File: src/design/vmem_pkg.sv
/*
 * Package for the vertical mesh event monitor: register map, control field
 * layout, event codes, sizes, ring indices and carrier structs.
 * Assumes one mesh clock and a classic Wishbone slave port with 32-bit data.
 */
package vmem_pkg;

	////////////////////////////////////////////////////////////////////////
	// Register map (byte addresses)
	localparam logic [7:0] VMEM_CTL_OFS     = 8'h00;
	localparam logic [7:0] VMEM_CNT_LO_OFS  = 8'h04;
	localparam logic [7:0] VMEM_CNT_HI_OFS  = 8'h08;
	localparam logic [7:0] VMEM_STAT_OFS    = 8'h0C;

	// Control field layout
	localparam int VMEM_EVSEL_LSB  = 0;
	localparam int VMEM_UMASK_LSB  = 8;
	localparam int VMEM_EN_BIT     = 22;
	localparam int VMEM_RST_BIT    = 17;
	localparam int VMEM_SIDE_BIT   = 23;
	localparam logic [31:0] VMEM_CTL_RESET = 32'h0000_0000;
	localparam logic [31:0] VMEM_CTL_WMASK = 32'h00C0_FFFF;

	// Event codes
	localparam logic [7:0] VMEM_EV_OCC_MAIN  = 8'h90;
	localparam logic [7:0] VMEM_EV_OCC_CRED  = 8'h91;
	localparam logic [7:0] VMEM_EV_STV_MAIN  = 8'h9A;
	localparam logic [7:0] VMEM_EV_STV_CRED  = 8'h9B;
	localparam logic [7:0] VMEM_EV_REQ_BUSY  = 8'hB0;
	localparam logic [7:0] VMEM_EV_ACK_BUSY  = 8'hB1;
	localparam logic [7:0] VMEM_EV_BLK_BUSY  = 8'hB2;
	localparam logic [7:0] VMEM_EV_AKC_BUSY  = 8'hB4;

	// Class, lane and ring counts, fill and counter widths
	localparam int VMEM_NMAIN = 7;
	localparam int VMEM_NCRED = 3;
	localparam int VMEM_NLANE = 4;
	localparam int VMEM_NRING = 4;
	localparam int VMEM_FILLW = 6;
	localparam int VMEM_CNTW  = 48;

	// Ring indices
	localparam int VMEM_RING_REQ = 0;
	localparam int VMEM_RING_ACK = 1;
	localparam int VMEM_RING_BLK = 2;
	localparam int VMEM_RING_AKC = 3;

	////////////////////////////////////////////////////////////////////////
	// Per-cycle observation of one physical ring lane at this stop
	typedef struct packed {
		logic cw_even;
		logic cw_odd;
		logic ccw_even;
		logic ccw_odd;
	} vmem_phys_t;

	// Per-ring activity: slot occupied and whether this stop injected it
	typedef struct packed {
		vmem_phys_t valid;
		vmem_phys_t sent_here;
	} vmem_ring_t;

	typedef enum logic [1:0] {
		vmem_kind_none,
		vmem_kind_fill,
		vmem_kind_pulse
	} vmem_kind_t;

endpackage : vmem_pkg

File: src/design/vmem_ring_lane.sv
/*
 * One vertical ring's busy detector: turns physical clockwise and
 * counter-clockwise lane activity into up/down even/odd busy bits.
 * Assumes inputs synchronous to the mesh clock.
 */
`timescale 1ns/1ps
module vmem_ring_lane
	import vmem_pkg::*;
(
	// Ring observation
	input  wire vmem_ring_t      ring,
	input  wire logic            left_side,
	// Direction view: up-even, up-odd, down-even, down-odd
	output logic [VMEM_NLANE-1:0] busy
);

	vmem_phys_t use_v;

	// Passing or sinking counts, own injection does not
	assign use_v = ring.valid & ~ring.sent_here;

	// Left side: up is clockwise; right side swaps
	assign busy = left_side ?
		{use_v.ccw_odd, use_v.ccw_even, use_v.cw_odd, use_v.cw_even} :
		{use_v.cw_odd, use_v.cw_even, use_v.ccw_odd, use_v.ccw_even};

endmodule : vmem_ring_lane

File: src/design/vmem_monitor.sv
/*
 * Vertical mesh event monitor: event select, unit-mask qualify and a
 * 48-bit counter, reached over a classic Wishbone slave.
 * Assumes all inputs synchronous to core_clk; stop_index is static.
 */
// The Wishbone interface to the registers and the register offsets were decided locally.
// Contract
// - Code 0x90 sums main egress fill of seven agent/class mask bits.
// - Code 0x91 sums ack-credit egress fill for agent zero, agent one.
// - Code 0x9A counts starvation over the same seven mask bits.
// - Code 0x9B counts credit starvation: agent zero, agent one, ring credit.
// - Ring busy counts passing or sunk packets, never own injection.
// - Codes 0xB0-0xB2 count request, ack, blockdata ring lanes by mask.
// - Code 0xB4 counts ack-credit ring lanes with same four mask bits.
// - Left side: up is clockwise; right side reversed; first half left.
`timescale 1ns/1ps
module vmem_monitor
	import vmem_pkg::*;
#(
	parameter int NUM_AGENTS = 8,
	parameter int STOP_W     = 4
)(
	// Clock and reset
	input  wire logic                     core_clk,
	input  wire logic                     nrst,
	input  wire logic                     clk_en,
	// Wishbone slave
	input  wire logic                     wb_cyc_i,
	input  wire logic                     wb_stb_i,
	input  wire logic                     wb_we_i,
	input  wire logic [7:0]               wb_adr_i,
	input  wire logic [3:0]               wb_sel_i,
	input  wire logic [31:0]              wb_dat_i,
	output logic      [31:0]              wb_dat_o,
	output logic                          wb_ack_o,
	// Stop position
	input  wire logic [STOP_W-1:0]        stop_index,
	// Egress fill levels and starvation flags
	input  wire logic [VMEM_NMAIN*VMEM_FILLW-1:0] fill_main,
	input  wire logic [2*VMEM_FILLW-1:0]          fill_credit,
	input  wire logic [VMEM_NMAIN-1:0]            starve_main,
	input  wire logic [VMEM_NCRED-1:0]            starve_credit,
	// Ring activity
	input  wire vmem_ring_t [VMEM_NRING-1:0]      rings,
	// Counter view
	output logic [VMEM_CNTW-1:0]          count_q
);

	////////////////////////////////////////////////////////////////////////
	// Control register
	logic [31:0]            ctl_q;
	logic                   wb_req;
	logic                   ack_q;
	logic [31:0]            rdat_q;
	logic                   left_q;
	logic [7:0]             evsel;
	logic [7:0]             umask;
	logic [VMEM_CNTW-1:0]   inc;
	vmem_kind_t             kind;
	logic [VMEM_NLANE-1:0]  busy [VMEM_NRING];
	logic                   cnt_wr_lo;
	logic                   cnt_wr_hi;
	logic                   ctl_wr;
	logic [VMEM_CNTW-1:0]   fill_main_sel [VMEM_NMAIN];
	logic [VMEM_CNTW-1:0]   fill_cred_sel [2];
	logic [VMEM_CNTW-1:0]   fill_main_sum;
	logic [VMEM_CNTW-1:0]   fill_cred_sum;
	logic                   starve_main_hit;
	logic                   starve_cred_hit;
	logic [VMEM_NRING-1:0]  ring_hit;

	// Masking with ack_q keeps a held request from being taken twice
	assign wb_req    = wb_cyc_i & wb_stb_i & ~ack_q;
	assign ctl_wr    = wb_req & wb_we_i & (wb_adr_i == VMEM_CTL_OFS);
	assign cnt_wr_lo = wb_req & wb_we_i & (wb_adr_i == VMEM_CNT_LO_OFS);
	assign cnt_wr_hi = wb_req & wb_we_i & (wb_adr_i == VMEM_CNT_HI_OFS);
	assign evsel     = ctl_q[VMEM_EVSEL_LSB +: 8];
	assign umask     = ctl_q[VMEM_UMASK_LSB +: 8];
	assign wb_ack_o  = ack_q;
	assign wb_dat_o  = rdat_q;

	always_ff @(posedge core_clk) begin
		if (!nrst) begin
			ctl_q <= VMEM_CTL_RESET;
		end else if (clk_en && ctl_wr) begin
			// Reset bit is masked out here, so it clears the counter once only
			for (int b = 0; b < 4; b++) begin
				if (wb_sel_i[b]) begin
					ctl_q[b*8 +: 8] <= wb_dat_i[b*8 +: 8] & VMEM_CTL_WMASK[b*8 +: 8];
				end
			end
		end
	end

	// Side of the ring, taken from stop_index on every enabled cycle
	always_ff @(posedge core_clk) begin
		if (!nrst) begin
			left_q <= 1'b1;
		end else if (clk_en) begin
			left_q <= 32'(stop_index) < (NUM_AGENTS / 2);
		end
	end

	////////////////////////////////////////////////////////////////////////
	// Bus answer: one wait-free cycle after the request
	always_ff @(posedge core_clk) begin
		if (!nrst) begin
			ack_q  <= 1'b0;
			rdat_q <= 32'h0000_0000;
		end else if (clk_en) begin
			ack_q <= wb_req;
			if (wb_req && !wb_we_i) begin
				case (wb_adr_i)
					VMEM_CTL_OFS:    rdat_q <= ctl_q;
					VMEM_CNT_LO_OFS: rdat_q <= count_q[31:0];
					VMEM_CNT_HI_OFS: rdat_q <= {16'h0000, count_q[VMEM_CNTW-1:32]};
					VMEM_STAT_OFS:   rdat_q <= {30'h0000_0000, left_q, ctl_q[VMEM_EN_BIT]};
					default:         rdat_q <= 32'h0000_0000;
				endcase
			end
		end
	end

	////////////////////////////////////////////////////////////////////////
	// Ring lane views
	for (genvar r = 0; r < VMEM_NRING; r++) begin : g_ring
		vmem_ring_lane u_lane (
			.ring      (rings[r]),
			.left_side (left_q),
			.busy      (busy[r])
		);
		// One event per cycle, however many masked lanes are busy
		assign ring_hit[r] = |(umask[VMEM_NLANE-1:0] & busy[r]);
	end

	////////////////////////////////////////////////////////////////////////
	// Per-class qualify: a masked-off class adds nothing
	for (genvar i = 0; i < VMEM_NMAIN; i++) begin : g_main
		assign fill_main_sel[i] = umask[i] ?
			VMEM_CNTW'(fill_main[i*VMEM_FILLW +: VMEM_FILLW]) : '0;
	end

	for (genvar i = 0; i < 2; i++) begin : g_cred
		assign fill_cred_sel[i] = umask[i] ?
			VMEM_CNTW'(fill_credit[i*VMEM_FILLW +: VMEM_FILLW]) : '0;
	end

	// Worst case is seven full buffers, far below the counter width
	always_comb begin
		fill_main_sum = '0;
		for (int i = 0; i < VMEM_NMAIN; i++) begin
			fill_main_sum = fill_main_sum + fill_main_sel[i];
		end
		fill_cred_sum = fill_cred_sel[0] + fill_cred_sel[1];
	end

	// Several starving classes still make one event per cycle
	assign starve_main_hit = |(umask[VMEM_NMAIN-1:0] & starve_main);
	assign starve_cred_hit = |(umask[VMEM_NCRED-1:0] & starve_credit);

	////////////////////////////////////////////////////////////////////////
	// Event select and increment
	always_comb begin
		inc  = '0;
		kind = vmem_kind_none;
		case (evsel)
			VMEM_EV_OCC_MAIN: begin
				kind = vmem_kind_fill;
				inc  = fill_main_sum;
			end
			VMEM_EV_OCC_CRED: begin
				kind = vmem_kind_fill;
				inc  = fill_cred_sum;
			end
			VMEM_EV_STV_MAIN: begin
				kind = vmem_kind_pulse;
				inc  = VMEM_CNTW'(starve_main_hit);
			end
			VMEM_EV_STV_CRED: begin
				kind = vmem_kind_pulse;
				inc  = VMEM_CNTW'(starve_cred_hit);
			end
			VMEM_EV_REQ_BUSY: begin
				kind = vmem_kind_pulse;
				inc  = VMEM_CNTW'(ring_hit[VMEM_RING_REQ]);
			end
			VMEM_EV_ACK_BUSY: begin
				kind = vmem_kind_pulse;
				inc  = VMEM_CNTW'(ring_hit[VMEM_RING_ACK]);
			end
			VMEM_EV_BLK_BUSY: begin
				kind = vmem_kind_pulse;
				inc  = VMEM_CNTW'(ring_hit[VMEM_RING_BLK]);
			end
			VMEM_EV_AKC_BUSY: begin
				kind = vmem_kind_pulse;
				inc  = VMEM_CNTW'(ring_hit[VMEM_RING_AKC]);
			end
			default: begin
				kind = vmem_kind_none;
				inc  = '0;
			end
		endcase
	end

	////////////////////////////////////////////////////////////////////////
	// Counter: software write or reset bit take priority over counting
	always_ff @(posedge core_clk) begin
		if (!nrst) begin
			count_q <= '0;
		end else if (clk_en) begin
			if (ctl_wr && wb_sel_i[2] && wb_dat_i[VMEM_RST_BIT]) begin
				count_q <= '0;
			end else if (cnt_wr_lo) begin
				count_q[31:0] <= wb_dat_i;
			end else if (cnt_wr_hi) begin
				count_q[VMEM_CNTW-1:32] <= wb_dat_i[15:0];
			end else if (ctl_q[VMEM_EN_BIT] && kind != vmem_kind_none) begin
				count_q <= count_q + inc;
			end
		end
	end

endmodule : vmem_monitor

File: config.mk
export PLATFORM = sky130hd
export DESIGN_NAME = vmem_monitor
export DESIGN_NICKNAME = d
export VERILOG_FILES = /design/src/design/vmem_pkg.sv /design/src/design/vmem_ring_lane.sv /design/src/design/vmem_monitor.sv
export SDC_FILE = /design/constraint.sdc
export NUM_CORES = 1
export LEC_CHECK = 0
export ABC_CLOCK_PERIOD_IN_PS = 14090
export BUFFER_PORTS_ARGS = -buffer_cell sky130_fd_sc_hd__buf_2
export CELL_PAD_IN_SITES_DETAIL_PLACEMENT = 1
export CELL_PAD_IN_SITES_GLOBAL_PLACEMENT = 1
export CORE_UTILIZATION = 30
export DETAILED_ROUTE_END_ITERATION = 8
export GPL_TIMING_DRIVEN = 0
export PLACE_DENSITY_LB_ADDON = 0.12
export SYNTH_ARGS = -nofsm -noshare
export SYNTH_HDL_FRONTEND = slang
export SYNTH_SLANG_ARGS = --single-unit
File: constraint.sdc
create_clock -name core_clk -period 14.09 [get_ports core_clk]
set_clock_uncertainty 0.15 [all_clocks]
set_input_delay 2.818 -clock core_clk [delete_from_list [all_inputs] [get_ports core_clk]]
set_output_delay 2.818 -clock core_clk [all_outputs]
set_load 0.02 [all_outputs]
==> impl_metrics.ini <==
[worst_setup_path]
crit_path_end = count_q[23]
r2r_start = ctl_q[9]
startpoint_type = input pin
critical_path_class = input pin to flop
setup.worst_path.end_class = flop
rr_worst_depth = 25
startpoint = fill_main[38]
crit_required_ps = 14210
crit_arrival_ps = 9000
critPathMaxFanout = 10
timing.reg2reg.setup_slack_ps = 6580
regToRegEndpoint = count_q[23]

[power_and_ir_drop]
power.density_nw_per_um2 = 64.36
p_leak_uw = 0.003957
peakVddDrop_uv = 48.83
fin_total_pwr_uw = 616.6

[yosys]
synthAdderAreaFrac_pct = 11.95
avgSynthCellArea_um2 = 7.762
synthCells = 998
synth-compound-area-share_pct = 24.29
synth_area_leaders = dfxtp_1 (26%), fa_1 (7.8%), nand2_1 (6.7%)
synth-simple-area-share_pct = 28.04
synth_nets = 1204
synth_top_family_by_area = simple AND/OR/NAND/NOR gates
ys_async_sr_fraction_pct = 0
syn_area_um2 = 7746
synth_xor_area_share_pct = 1.809
yosys.area.top_type = dfxtp_1
ys_ff_latch = 100
synthMuxAreaShare_pct = 3.053
synth_edf_count = 0
ys_dominant_reg_cell = dfxtp_1
yosysWarningCount = 0
ys_types = 74
yosysTopAreaCellShare_pct = 25.84
yosysSeqAreaShare_pct = 25.84

[sta]
fmax_mhz = 112.7
setup_ws_ps = 5217
slew_headroom_pct = 18.48
tightest_slew_ps = 1204
finalSetupViolCount = 0
post-route-period-util_pct = 62.97
finalSetupTns_ps = 0
timing.final.max_slew_violations = 0
hold_violations = 0
rsz0062_at_grt = false
min_period_ps = 8873

[floorplan]
die_width_um = 162.7
num_rows = 58
io_pins = 231
die_area_um2 = 26470
die_h_um = 162.7
fp.coreArea_um2 = 25250
start_util_pct = 30.67

[clock_network]
tritoncts = built
path_clk_slew_ps = 90
postCtsSetupBuffers = 0
cts_made_buffers = 9
clk_path_buf_depth = 2
hold_buffers = 0
htreeDepth = 3
clock-root-buffer = clkbuf_16
cts_resized = 0
clk_latency_ps = 380
cts_sinks = 100

[route]
wl_mm = 35.19
drtAntennaViolNets = 0
initialDrtViolationCount = 593
viasPerCell = 5.530
drc = 0
num_vias = 8676
drt_first_pass_iters = 5
drt-wirelength-per-cell_um = 22.43

[grt]
grt_max_degree = 20
overflow = 0
first_global_vias = 8618
antenna_found_initial = 0
grt_usage_pct = 26.71
grt_pass1_wl_mm = 52.82

[job]
maxCapViolations = 0

[placed_design]
port_buffers = 225
place_congestion = 0.9050
place_hpwl_mm = 28.04
dp_slack_ps = 4879

[final_layout]
final_cell_mix = buf_2 (235), nand2_1 (138), dfxtp_1 (100)
final_nets = 1440
final_common_cell = buf_2
antenna_cells = 0
drive_gt1_share_pct = 22.20
syn_to_final_growth_pct = 23.70

[outcome]
status = completed

[worst_hold_path]
hp-class = flop to flop
cell families (layout without fill, tap and decap cells):
group | Yosys count | in the layout
adder cells (fa/ha/maj) | 56 | 56
buffers and inverters | 98 | 339
AO/OA/AOI/OAI | 294 | 294
XOR/XNOR | 16 | 16
AND/OR/NAND/NOR | 413 | 413
multiplexers | 21 | 21
flip-flops | 100 | 100
cells in the mapped netlist (all sizes together) (15+ instances only):
library cell  number
a21oi             73
a22oi             40
and2              45
buf               15
clkbuf            44
dfxtp            100
fa                30
ha                26
inv               38
mux2i             18
nand2            139
nand3             20
nand4             15
nor2              64
nor3              26
nor3b             25
nor4              16
o211ai            18
o21ai             78
cell type report:
class | count | area [µm²]
fillers | 3233 | 15670
multi-input cells | 800 | 5356
flip-flops and latches | 100 | 2002
repair buffers | 225 | 1126
well taps | 330 | 412.9
plain buffers | 59 | 241.5
clock buffers | 9 | 225.2
inverters | 39 | 146.4
clock inverters | 7 | 71.32
critical path, stage by stage:
cell	delay, ps
buf_2	90
and2_1	160
fa_1	520
fa_1	540
fa_1	530
fa_1	590
inv_1	70
fa_1	450
inv_1	70
a21oi_1	60
o21bai_1	210
a21o_1	160
a21oi_1	80
xor2_1	170
nor2_1	80
ha_1	340
a21o_1	210
a21oi_1	400
a311o_1	380
clkbuf_1	510
nor4_1	110
a211o_1	290
o211ai_1	90
nand2_1	60
worst min path at each step:
stage	startpoint	to	slack, ps	depth (start not counted)
2_1_floorplan	ctl_q[15]	ctl_q[15]	280	2
3_3_place_gp	ctl_q[15]	ctl_q[15]	300	2
3_5_place_dp	ctl_q[15]	ctl_q[15]	300	2
4_1_cts	ctl_q[15]	ctl_q[15]	310	2
5_1_grt	ctl_q[15]	ctl_q[15]	330	2
6_report	ctl_q[15]	ctl_q[15]	320	2
power breakdown:
group / internal (µW) / switching, µW
Clock: 125 / 134
Combinational: 25.3 / 39.7
Sequential: 285 / 7.48
Total: 436 / 181
flip-flops by register name (all words and copies together) (netlist names):
name      flops
count_q      48
wb_dat_o     32
ctl_q        18
left_q        1
wb_ack_o      1
layer usage:
metal,vias to the layer above,GRT usage [%],routed length (µm)
met5,-,0,0
met4,0,6.415,635
met3,34,4.482,2370
met2,321,40.68,15270
met1,4245,38.84,16910
li1,4076,-,-
metrics by stage:
stage	std cells	cell area (µm²)	hold WS, ps	util [%]
finish	1569	9582	317.1	37.94
global route	1569	9582	325.8	37.94
CTS	1569	9582	312.9	37.94
detailed placement	1553	9285	299.9	36.77
global placement	1553	9285	295.8	36.77
floorplan	998	7746	281.2	-
No activity file was read; power rests on OpenSTA's default activity.
